<file path="src/ddreg_cfg.svh">
`ifndef DDREG_CFG_SVH
`define DDREG_CFG_SVH
`define DDREG_OFS_LOW     8'h27
`define DDREG_OFS_DP      8'h28
`define DDREG_OFS_TIM     8'h29
`define DDREG_OFS_COL     8'h2a
`define DDREG_RST_LOW     8'h84
`define DDREG_RST_DP      8'h20
`define DDREG_RST_TIM     8'h00
`define DDREG_RST_COL     8'h00
`define DDREG_MASK_DP     8'hbf
`define DDREG_MASK_COL    8'hf0
`define DDREG_STEP_NS     50
`define DDREG_CLK_NS      10
`define DDREG_STEP_CYC    ((`DDREG_STEP_NS + `DDREG_CLK_NS - 1) / `DDREG_CLK_NS)
`endif

</file>
<file path="src/ddreg_pkg.sv">
package ddreg_pkg;
   typedef struct packed {
      logic       wr;
      logic       rd;
      logic [7:0] addr;
      logic [7:0] wdata;
   } ddreg_req_t;
   typedef struct packed {
      logic       block_remote_load;
      logic       rsv6;
      logic       video_off;
      logic       dual_link;
      logic       alt_audio;
      logic       audio_off;
      logic       video_28bit;
      logic       surround;
   } ddreg_dp_t;
   typedef struct packed {
      logic       sync_timing;
      logic       hsync_invert;
      logic       vsync_invert;
      logic       data_enable_invert;
      logic       dither_stage_b_on;
      logic       dither_stage_a_on;
      logic       dither_stage_b_high_off;
      logic       dither_stage_a_high_off;
   } ddreg_tim_t;
   typedef struct packed {
      logic [1:0] page;
      logic       wb_on;
      logic       table_reload_on;
      logic [3:0] rsv;
   } ddreg_col_t;
   typedef enum logic [1:0] {
      DDREG_IDLE,
      DDREG_LOW,
      DDREG_SETUP
   } ddreg_phase_t;
   typedef struct packed {
      logic [7:0]   low;
      ddreg_dp_t    dp;
      ddreg_tim_t   tim;
      ddreg_col_t   col;
      logic [7:0]   rdata;
      logic         rvalid;
      ddreg_phase_t phase;
      logic [2:0]   sub;
      logic [7:0]   cnt;
      logic         scl_low;
      logic         scl_release;
      logic         lock;
      logic [1:0]   lnk_s;
      logic [1:0]   vid_s;
   } ddreg_state_t;
endpackage

</file>
<file path="src/ddreg_top.sv">
`timescale 1ns/1ps
`include "ddreg_cfg.svh"
module ddreg_top
   import ddreg_pkg::*;
(
   input  wire logic       core_clk,
   input  wire logic       rst,
   input  wire ddreg_req_t req,
   input  wire logic       fc_load,
   input  wire logic [7:0] fc_data,
   input  wire logic       ctl_low_start,
   input  wire logic       tgt_setup_start,
   input  wire logic       link_up_pin,
   input  wire logic       video_active_pin,
   output logic [7:0]      rdata,
   output logic            rvalid,
   output logic            scl_drive_low,
   output logic            scl_release,
   output logic            lock_out,
   output ddreg_dp_t       dp_cfg,
   output ddreg_tim_t      tim_cfg,
   output ddreg_col_t      col_cfg
);
   ddreg_state_t s_q;
   ddreg_state_t s_d;

   function automatic logic [7:0] rd_mux(input ddreg_state_t s,
                                         input logic [7:0] a);
      case (a)
         `DDREG_OFS_LOW: rd_mux = s.low;
         `DDREG_OFS_DP:  rd_mux = s.dp & `DDREG_MASK_DP;
         `DDREG_OFS_TIM: rd_mux = s.tim;
         `DDREG_OFS_COL: rd_mux = s.col & `DDREG_MASK_COL;
         default:        rd_mux = 8'h00;
      endcase
   endfunction

   always_comb begin
      s_d = s_q;
      s_d.rvalid = 1'b0;
      s_d.scl_release = 1'b0;
      s_d.lnk_s = {s_q.lnk_s[0], link_up_pin};
      s_d.vid_s = {s_q.vid_s[0], video_active_pin};
      // Remote load first, so a local write in the same cycle wins
      if (fc_load && !s_q.dp.block_remote_load) begin
         s_d.dp = fc_data & `DDREG_MASK_DP;
      end
      if (req.wr) begin
         case (req.addr)
            `DDREG_OFS_LOW: s_d.low = req.wdata;
            `DDREG_OFS_DP:  s_d.dp = req.wdata & `DDREG_MASK_DP;
            `DDREG_OFS_TIM: s_d.tim = req.wdata;
            `DDREG_OFS_COL: s_d.col = req.wdata & `DDREG_MASK_COL;
            default:        s_d.low = s_q.low;
         endcase
      end
      // Status after the local write, so the link report wins a same-cycle clash
      if (!s_q.dp.block_remote_load && s_q.lnk_s[1]) begin
         s_d.dp.video_off = !s_q.vid_s[1];
      end
      if (req.rd) begin
         s_d.rdata = rd_mux(s_q, req.addr);
         s_d.rvalid = 1'b1;
      end
      // Low count is sampled at start; later writes apply to the next phase
      case (s_q.phase)
         DDREG_IDLE: begin
            s_d.sub = 3'd0;
            s_d.cnt = s_q.low;
            if (ctl_low_start) begin
               s_d.phase = DDREG_LOW;
               s_d.scl_low = 1'b1;
            end else if (tgt_setup_start) begin
               s_d.phase = DDREG_SETUP;
               s_d.scl_low = 1'b1;
            end
         end
         DDREG_LOW, DDREG_SETUP: begin
            if (s_q.sub == 3'(`DDREG_STEP_CYC - 1)) begin
               s_d.sub = 3'd0;
               if (s_q.cnt <= 8'd1) begin
                  s_d.phase = DDREG_IDLE;
                  s_d.scl_low = 1'b0;
                  s_d.scl_release = 1'b1;
               end else begin
                  s_d.cnt = s_q.cnt - 8'd1;
               end
            end else begin
               s_d.sub = s_q.sub + 3'd1;
            end
         end
         default: begin
            s_d.phase = DDREG_IDLE;
            s_d.scl_low = 1'b0;
         end
      endcase
      s_d.lock = s_q.lnk_s[1] && !s_q.dp.video_off;
   end

   always_ff @(posedge core_clk or posedge rst) begin
      if (rst) begin
         s_q <= '0;
         s_q.low <= `DDREG_RST_LOW;
         s_q.dp <= `DDREG_RST_DP;
         s_q.tim <= `DDREG_RST_TIM;
         s_q.col <= `DDREG_RST_COL;
         s_q.phase <= DDREG_IDLE;
      end else begin
         s_q <= s_d;
      end
   end

   assign rdata = s_q.rdata;
   assign rvalid = s_q.rvalid;
   assign scl_drive_low = s_q.scl_low;
   assign scl_release = s_q.scl_release;
   assign lock_out = s_q.lock;
   assign dp_cfg = s_q.dp;
   assign tim_cfg = s_q.tim;
   assign col_cfg = s_q.col;

   chk_low_reset: assert property (@(posedge core_clk)
      $fell(rst) |-> s_q.low == 8'h84)
      else $error("low count reset wrong");
   chk_block_load: assert property (@(posedge core_clk) disable iff (rst)
      fc_load && s_q.dp.block_remote_load && !req.wr && !s_q.lnk_s[1]
      |=> $stable(s_q.dp))
      else $error("remote load not blocked");
   chk_lock_video: assert property (@(posedge core_clk) disable iff (rst)
      lock_out |-> $past(!s_q.dp.video_off))
      else $error("lock while video off");
   chk_rsv_zero: assert property (@(posedge core_clk) disable iff (rst)
      !s_q.dp.rsv6 && s_q.col.rsv == 4'h0)
      else $error("reserved bit set");
   chk_low_len: assert property (@(posedge core_clk) disable iff (rst)
      s_q.phase == DDREG_IDLE && (ctl_low_start || tgt_setup_start)
      && s_q.low == 8'd2
      |=> scl_drive_low [*8] ##1 scl_drive_low [*2] ##1 !scl_drive_low)
      else $error("low time length wrong");
   chk_setup_rel: assert property (@(posedge core_clk) disable iff (rst)
      scl_release |-> $past(scl_drive_low) && !scl_drive_low)
      else $error("release without setup");
   chk_tim_write: assert property (@(posedge core_clk) disable iff (rst)
      req.wr && req.addr == 8'h29 |=> tim_cfg == $past(req.wdata))
      else $error("timing write lost");
   chk_col_write: assert property (@(posedge core_clk) disable iff (rst)
      req.wr && req.addr == 8'h2a |=> col_cfg[7:4] == $past(req.wdata[7:4]))
      else $error("colour write lost");
   cov_ctl_low: cover property (@(posedge core_clk) ctl_low_start ##1
      scl_drive_low);
   cov_setup: cover property (@(posedge core_clk) tgt_setup_start ##[1:20]
      scl_release);
   cov_fc_load: cover property (@(posedge core_clk) fc_load &&
      !s_q.dp.block_remote_load);
endmodule

</file>
<file path="config.mk">
export PLATFORM = sky130hd
export DESIGN_NAME = ddreg_top
export DESIGN_NICKNAME = d
export VERILOG_FILES = /design/src/ddreg_pkg.sv /design/src/ddreg_top.sv
export VERILOG_INCLUDE_DIRS = /design/src /design/src/src
export SDC_FILE = /design/constraint.sdc
export NUM_CORES = 1
export LEC_CHECK = 0
export ABC_AREA = 0
export BUFFER_PORTS_ARGS = -buffer_cell sky130_fd_sc_hd__buf_2
export CELL_PAD_IN_SITES_DETAIL_PLACEMENT = 2
export CELL_PAD_IN_SITES_GLOBAL_PLACEMENT = 2
export CORE_MARGIN = 5
export CORE_UTILIZATION = 37
export DETAILED_ROUTE_END_ITERATION = 6
export PLACE_DENSITY_LB_ADDON = 0.12
export SYNTH_ARGS = -nofsm -noshare
export SYNTH_HDL_FRONTEND = slang
export SYNTH_SLANG_ARGS = --single-unit
export TNS_END_PERCENT = 20
</file>
<file path="constraint.sdc">
create_clock -name core_clk -period 5.2 [get_ports core_clk]
set_input_delay 1.04 -clock core_clk [delete_from_list [all_inputs] [get_ports core_clk]]
set_output_delay 1.04 -clock core_clk [all_outputs]
set_load 0.05 [all_outputs]
</file>
==> Word-level counts from Yosys, hierarchy flattened <==
Cells that the tools add are included.
{ "op_classes": {"add_sub_neg": 2, "n_lt_le_gt_ge": 1, "n_eq_ne": 11, "n_mux": 22, "reduce_logical": 14} }
{ "op_table": {"columns": ["operator", "count"], "rows": [
  ["$mux 8", 5],
  ["$eq 8x6->1 const B", 4],
  ["$pmux 8 s4", 1],
  ["$mux 24", 1],
  ["$pmux 11 s2", 1],
  ["$mux 10", 1],
  ["$mux 2", 5],
  ["$le 8x1->1 const B", 1],
  ["$sub 8x1->8 const B", 1],
  ["$ne 2x2->1 const B", 3],
  ["$reduce_and 2->1", 3],
  ["$reduce_and 3->1", 2],
  ["$mux 1", 5],
  ["$pmux 2 s2", 1],
  ["$add 3x1->3 const B", 1],
  ["$eq 3x3->1 const B", 1],
  ["$logic_and 1x1->1", 3],
  ["$logic_not 1->1", 3],
  ["$mux 3", 1],
  ["$ne 3x3->1 const B", 1],
  ["$eq 2x1->1 const B", 1],
  ["$eq 2x2->1 const B", 1],
  ["$logic_not 2->1", 1],
  ["$pmux 1 s2", 1],
  ["2 further kinds", 2]
]} }
{ "totals": {"register_bits": 57, "inputBits": 33} }

==> Longest topological paths before layout <==
Gate-level depths: netlist of the first run.
{ "depth": {"depth_word": 6, "mapped_depth": 7, "mapped_depth_nobuf": 6} }

==> Worst setup path after synthesis of the first run <==
Ideal clock, no wire load.
{ "synth_path": {"path_kind": "input -> register", "from": "in req[9] in the netlist's numbering", "to": "reg s_q (netlist bit rdata[1])", "setup_time_ns": 0.126, "arrival_ns": 2.153, "required_time_ns": 5.074, "slack_ns": 2.921, "cell_stages": 6, "cell_sequence": "buf_6 > and3b_1 > buf_6 > or2_0 > and3_4 > a221o_1"} }
{ "synth_between": {"elab_chain_cells": 2} }
{ "synth_lines": {"columns": ["item", "line", "text"], "rows": [
  ["start, declared", "ddreg_top.sv:8", "input wire ddreg_req_t req,"],
  ["$eq 8x6->1", "ddreg_top.sv:29", "case (a)"],
  ["$pmux 8 s4 (*)", "ddreg_top.sv:29", null],
  ["end, declared", "ddreg_top.sv:24", "ddreg_state_t s_q;"]
]} }
Mark *: on every way between the ends. The rest lies on a longest branch, timed or not.
A chain may end at the register's enable or synchronous reset.

==> results of run 1 <==
stage by stage:
| stage | worst slack, ns | utilization | hold slack [ns] | cell area, sq um | power (mW) |
|---|---|---|---|---|---|
| 2_1_floorplan | 2.77 | - | 0.331 | 3000 | 0.925 |
| 3_3_place_gp | 2.26 | 0.405 | 0.333 | 3160 | 1.01 |
| 3_5_place_dp | 2.25 | 0.405 | 0.336 | 3160 | 1.03 |
| 4_1_cts | 2.61 | 0.431 | 0.351 | 3370 | 1.47 |
| 5_1_grt | 2.41 | 0.431 | 0.365 | 3370 | 1.54 |
| 6_report | 2.60 | 0.431 | 0.348 | 3370 | 1.45 |
where the power goes:
group	switching (mW)	internal [mW]
combinational	0.313	0.146
sequential	0.0484	0.506
clock	0.176	0.260
total	0.537	0.913
registers in the layout, indices dropped and copies added, names as in the netlist:
register and count:
s_q 23, dp_cfg 8, rdata 8, tim_cfg 8
col_cfg 4, s_d 2, lock_out 1, rvalid 1
scl_drive_low 1, scl_release 1
layout by cell type, fill, tap and decap left out, types with 6 or more instances in the layout:
cell type  instances
nor2_1            13
mux2i_1           12
ha_1               6
nand3_1            6
buf_2             63
inv_1             13
a21oi_1           11
nand2_1            7
o21ai_0            7
nor2b_1            7
clkbuf_8          12
mux2_2            22
dfrtp_1           54
cell type report:
cell class	instances	area, sq um	area share
Sequential cell	57	1430	0.425
Multi-Input combinational cell	159	1230	0.364
Timing Repair Buffer	64	323	0.0958
Clock buffer	14	173	0.0513
Tap cell	102	128	0.0379
Inverter	14	52.6	0.0156
Clock inverter	2	35.0	0.0104
worst min path at each step:
stage,startpoint,end,cells after the start,slack [ns]
2_1_floorplan,s_d[1],s_q[1],0,0.33
3_3_place_gp,s_d[3],s_q[3],0,0.33
3_5_place_dp,s_d[1],s_q[1],0,0.34
4_1_cts,s_d[1],s_q[1],0,0.35
5_1_grt,s_d[1],s_q[1],0,0.37
6_report,s_d[1],s_q[1],0,0.35
routing by layer:
layer	wire length (um)	share of wire	global-route usage	up-vias
met5	0	0	0	-
met4	91	0.012	0.0504	0
met3	415	0.055	0.0424	9
met2	3570	0.48	0.256	61
met1	3410	0.46	0.211	1077
li1	-	-	-	1000
logic make-up (layout without fill, tap and decap cells):
family | count (synthesis) | count (layout) | share of synthesized area
multiplexers | 34 | 34 | 0.123
AND/OR/NAND/NOR | 63 | 63 | 0.128
flip-flops | 57 | 57 | 0.479
buffers and inverters | 55 | 94 | 0.115
adder cells (fa/ha/maj) | 6 | 6 | 0.0251
other | 1 | 4 | 0.00126
AO/OA/AOI/OAI | 52 | 52 | 0.128
==> run summary, run 1 <==
top-area cell type share of the netlist area -> 0.453
grt total ovfl -> 0
Worst Path Buf+Inv -> 1
critical path class -> in2reg
Levels on crit path -> 5
post-synthesis sequential area ratio -> 0.479
post_cts resized -> 0
Die Span Y -> 99.8 um
Via density -> 5.21
reg2reg end -> s_q[7]
Worst-Skew Late Latency -> 0.34 ns
Starting Density -> 0.382
clk buf depth -> 2
Worst-Margin Slew -> 0.866 ns
chip width -> 99.8 um
Ys Warns -> 0
Placeable Area -> 7810 sq um
Hold Path Class -> reg2reg
leak pwr -> 1.70 nW
Cell Area, Synth -> 2990 sq um
initial antenna violation count -> 0
Setup Skew -> 0.00678 ns
FF-to-FF path depth -> 4
Fmax achieved -> 385 MHz
DR vias -> 2,147
Final Hold Vio Count -> 0
I/O Pins -> 69
Reg-to-Reg Start -> s_q[10]
final setup TNS -> 0 ns
register-to-register setup slack -> 3.25 ns
WL final -> 7490 um
Num CTS Buffers -> 9
Setup crit start -> req[9]
Crit path largest cell delay -> 0.74 ns
synthesis-stage register bit count -> 57
status -> finished clean
CP Cell Sequence -> buf_2 > nor3b_2 > nand4b_2 > mux2i_1 > mux2i_1
endpoints failing setup -> 0
1st-iter DRT viols -> 40
pins over their slew limit -> 0
vias in the first global route -> 2,313
average size of a mapped cell -> 11.1 sq um
fin crit share -> 0.499
asr flop ratio synth -> 1.00
root buf cell -> clkbuf_8
# rows -> 32
GPL Wtd Cong -> 0.732
Post-route DRC -> 0
number of synthesized flops with an enable pin -> 0
RSZ-0062 raised after global routing -> false
non-filler cells, final -> 412
CP Max Fanout -> 14
PwrDens -> 431 nW/um^2
CTS Sinks -> 57
WP data required -> 5.46 ns
worst vdd ir -> 0.000249 V
synth top area cells -> dfrtp_1, mux2_2, buf_4
Top FF cell, synth -> dfrtp_1
layout cell share with drive strength beyond 1 -> 0.371
most frequent CP cell -> mux2i_1
Layout Nets -> 344
dpl hpwl -> 5470 um
Post-CTS Setup Bufs -> 0
CP delay by family, top -> simple AND/OR/NAND/NOR gates
CTS H-Tree Depth -> 3
post-placement cell count -> 396
largest net degree at the start of global routing -> 58
crit path to -> dp_cfg[5]
Critical Path AT -> 2.85 ns
cts hold-fix bufs -> 0
critical path's slowest cell -> nor3b_2
crit end category -> flip-flop
Max Cap Violations -> 0
wire per inst -> 18.2 um
Slew headroom -> 0.420
Fill cells -> 849
fin crit period -> 2.60 ns
# port buffers -> 63
first-pass GRT wire length -> 12,400 um
Clk pin slew, worst setup/hold paths -> 0.06 ns
total die area -> 9970 sq um
post-synth cell types -> 51
CTS tree -> done
CP startpoint kind -> input port
Routed Antenna Nets -> 0
Synth top cells by count -> dfrtp_1, buf_4, mux2_2
post-synth top area cell -> dfrtp_1
Ant. Diodes -> 0
DR pass1 iterations -> 4
area grow syn2layout -> 12.8%
most frequent cell after synthesis -> dfrtp_1
GRT Total Usage -> 0.160
Post-Syn Instances -> 268
(Power assumes the default switching activity.)
==> inputs of run 2 (changes only) <==
--- a/config.mk
+++ b/config.mk
@@ -11,7 +11,7 @@
 export CELL_PAD_IN_SITES_DETAIL_PLACEMENT = 2
 export CELL_PAD_IN_SITES_GLOBAL_PLACEMENT = 2
 export CORE_MARGIN = 5
-export CORE_UTILIZATION = 37
+export CORE_UTILIZATION = 34
 export DETAILED_ROUTE_END_ITERATION = 6
 export PLACE_DENSITY_LB_ADDON = 0.12
 export SYNTH_ARGS = -nofsm -noshare
==> constraint.sdc (replaced) <==
create_clock -name core_clk -period 2.55 [get_ports core_clk]
set_input_delay 0.51 -clock core_clk [delete_from_list [all_inputs] [get_ports core_clk]]
set_output_delay 0.51 -clock core_clk [all_outputs]
set_load 0.05 [all_outputs]
==> run 2 against run 1 <==
Largest power group unchanged. Largest cell class unchanged. Via count grew 0.37%. Critical path depth is 1 higher. Sequential power is 100% higher. Power grew 110%. Combinational power increased by 110%.
==> run summary, run 2 (synthesis results as in run 1) <==
status -> finished clean
Setup Skew -> 0.0103 ns (+0.00352 ns)
endpoints failing setup -> 0 (unchanged)
wire per inst -> 19.2 um (+5.8%)
FF-to-FF path depth -> 6 (+2)
Hold Path Class -> in2async
Setup crit start -> s_q[18]
worst vdd ir -> 0.000442 V (+78%)
Num CTS Buffers -> 9 (unchanged)
total die area -> 10,800 sq um (+7.9%)
fin crit share -> 0.735
largest net degree at the start of global routing -> 34 (-41%)
area grow syn2layout -> 13.5%
clk buf depth -> 2 (unchanged)
critical path class -> reg2reg
chip width -> 104 um (+3.9%)
I/O Pins -> 69 (unchanged)
Post-CTS Setup Bufs -> 0 (unchanged)
Max Cap Violations -> 0 (unchanged)
Slew headroom -> 0.582 (+0.162)
RSZ-0062 raised after global routing -> false
reg2reg end -> s_q[14]
most frequent cells in the layout -> buf_2, dfrtp_1, mux2_2
root buf cell -> clkbuf_8
leak pwr -> 1.71 nW (+0.29%)
CP Max Fanout -> 6 (-8)
Multi-input gate area -> 1220 sq um (-0.41%)
Top reg by flops -> s_q
grt total ovfl -> 0 (unchanged)
register-to-register setup slack -> 0.67 ns (-2.58 ns)
Ant. Diodes -> 0 (unchanged)
DR vias -> 2,155 (+0.37%)
pins over their slew limit -> 0 (unchanged)
Sequential cell area -> 1430 sq um (unchanged)
WP data required -> 2.75 ns (-2.71 ns)
Die Span Y -> 104 um (+3.9%)
Worst-Margin Slew -> 0.626 ns (-0.240 ns)
Layout Nets -> 346 (+0.58%)
Final Hold Vio Count -> 0 (unchanged)
initial antenna violation count -> 0 (unchanged)
Routed Antenna Nets -> 0 (unchanged)
vias in the first global route -> 2,443 (+5.6%)
CTS Sinks -> 57 (unchanged)
Placeable Area -> 8640 sq um (+11%)
layout cell share with drive strength beyond 1 -> 0.375 (+0.00403)
1st-iter DRT viols -> 48 (+20%)
GPL Wtd Cong -> 0.718 (-1.9%)
WL final -> 8080 um (+7.8%)
# port buffers -> 63 (unchanged)
Starting Density -> 0.346 (-0.0367)
CP startpoint kind -> flip-flop
dpl hpwl -> 5870 um (+7.2%)
most common cell after layout, fill and taps aside -> buf_2
max reg flops -> 23 (unchanged)
Fmax achieved -> 533 MHz
Clk pin slew, worst setup/hold paths -> 0.08 ns (+0.02 ns)
GRT Total Usage -> 0.155 (-0.00452)
Fill cells -> 973 (+15%)
fin crit period -> 1.88 ns
CTS tree -> done
PwrDens -> 878 nW/um^2 (+100%)
# rows -> 34 (+6.3%)
cts hold-fix bufs -> 0 (unchanged)
Worst-Skew Late Latency -> 0.34 ns (about the same)
Total Power -> 2.98 mW (+110%)
first-pass GRT wire length -> 13,300 um (+7.0%)
final setup TNS -> 0 ns (unchanged)
crit path to -> s_q[14]
Via density -> 5.13 (-1.5%)
Critical Path AT -> 2.08 ns (-0.77 ns)
CTS H-Tree Depth -> 3 (unchanged)
post_cts resized -> 0 (unchanged)
DR pass1 iterations -> 4 (unchanged)
Reg-to-Reg Start -> s_q[18]
Post-route DRC -> 0 (unchanged)
crit end category -> flip-flop
==> run 2: changes by cell type in the layout (fill, tap and decap cells not counted), sizes merged <==
cell,change
clkbuf,-3
clkinv,+2
buf,+2
clkinvlp,+1
==> run 2: layout make-up <==
class                           instances  area share
Clock inverter                          5      0.0166
Timing Repair Buffer                   66       0.103
Multi-Input combinational cell        159       0.361
Sequential cell                        57       0.422
Clock buffer                           11      0.0417
Tap cell                              108      0.0399
Inverter                               14      0.0155
==> run 2: worst min path at each step <==
stage	from	end	slack, ns	depth (start not counted)
final	rst	rdata[2]	0.24	2
after CTS	rst	rdata[2]	0.25	2
after floorplan	s_d[1]	s_q[1]	0.33	0
after global routing	video_active_pin	s_d[1]	0.25	1
after global placement	s_d[3]	s_q[3]	0.33	0
after detailed placement	s_d[3]	s_q[3]	0.34	0
==> run 2: through the flow <==
| step | setup WS (ns) | hold WS (ns) | util | instances | area, sq um |
|---|---|---|---|---|---|
| after global placement | 0.504 | 0.332 | 0.369 | 404 | 3190 |
| after floorplan | 0.645 | 0.331 | - | 271 | 3000 |
| after detailed placement | 0.478 | 0.336 | 0.369 | 404 | 3190 |
| after global routing | 0.477 | 0.248 | 0.392 | 420 | 3390 |
| after CTS | 0.639 | 0.252 | 0.392 | 420 | 3390 |
| final | 0.675 | 0.237 | 0.392 | 420 | 3390 |
==> run 2: worst max-delay path, cell delays in order (launching register included) <==
cell	delay (ns)
dfrtp_1	0.38
inv_1	0.05
ha_1	0.33
and3_1	0.33
nand4_1	0.21
o311ai_0	0.30
o21ai_0	0.14
==> run 2: layer usage <==
| metal | vias up | share of wire | track usage |
|---|---|---|---|
| met5 | - | 0 | 0 |
| met4 | 0 | 0.011 | 0.0416 |
| met3 | 7 | 0.044 | 0.0473 |
| met2 | 50 | 0.51 | 0.263 |
| met1 | 1095 | 0.44 | 0.191 |
| li1 | 1003 | - | - |
==> run 2: report_power, final <==
| group | total [mW] | switching, mW | leakage, nW | internal [mW] |
|---|---|---|---|---|
| registers | 1.13 | 0.102 | 0.744 | 1.03 |
| clock network | 0.876 | 0.400 | 0.0993 | 0.477 |
| logic | 0.967 | 0.654 | 0.865 | 0.313 |
| total | 2.98 | 1.16 | 1.71 | 1.82 |
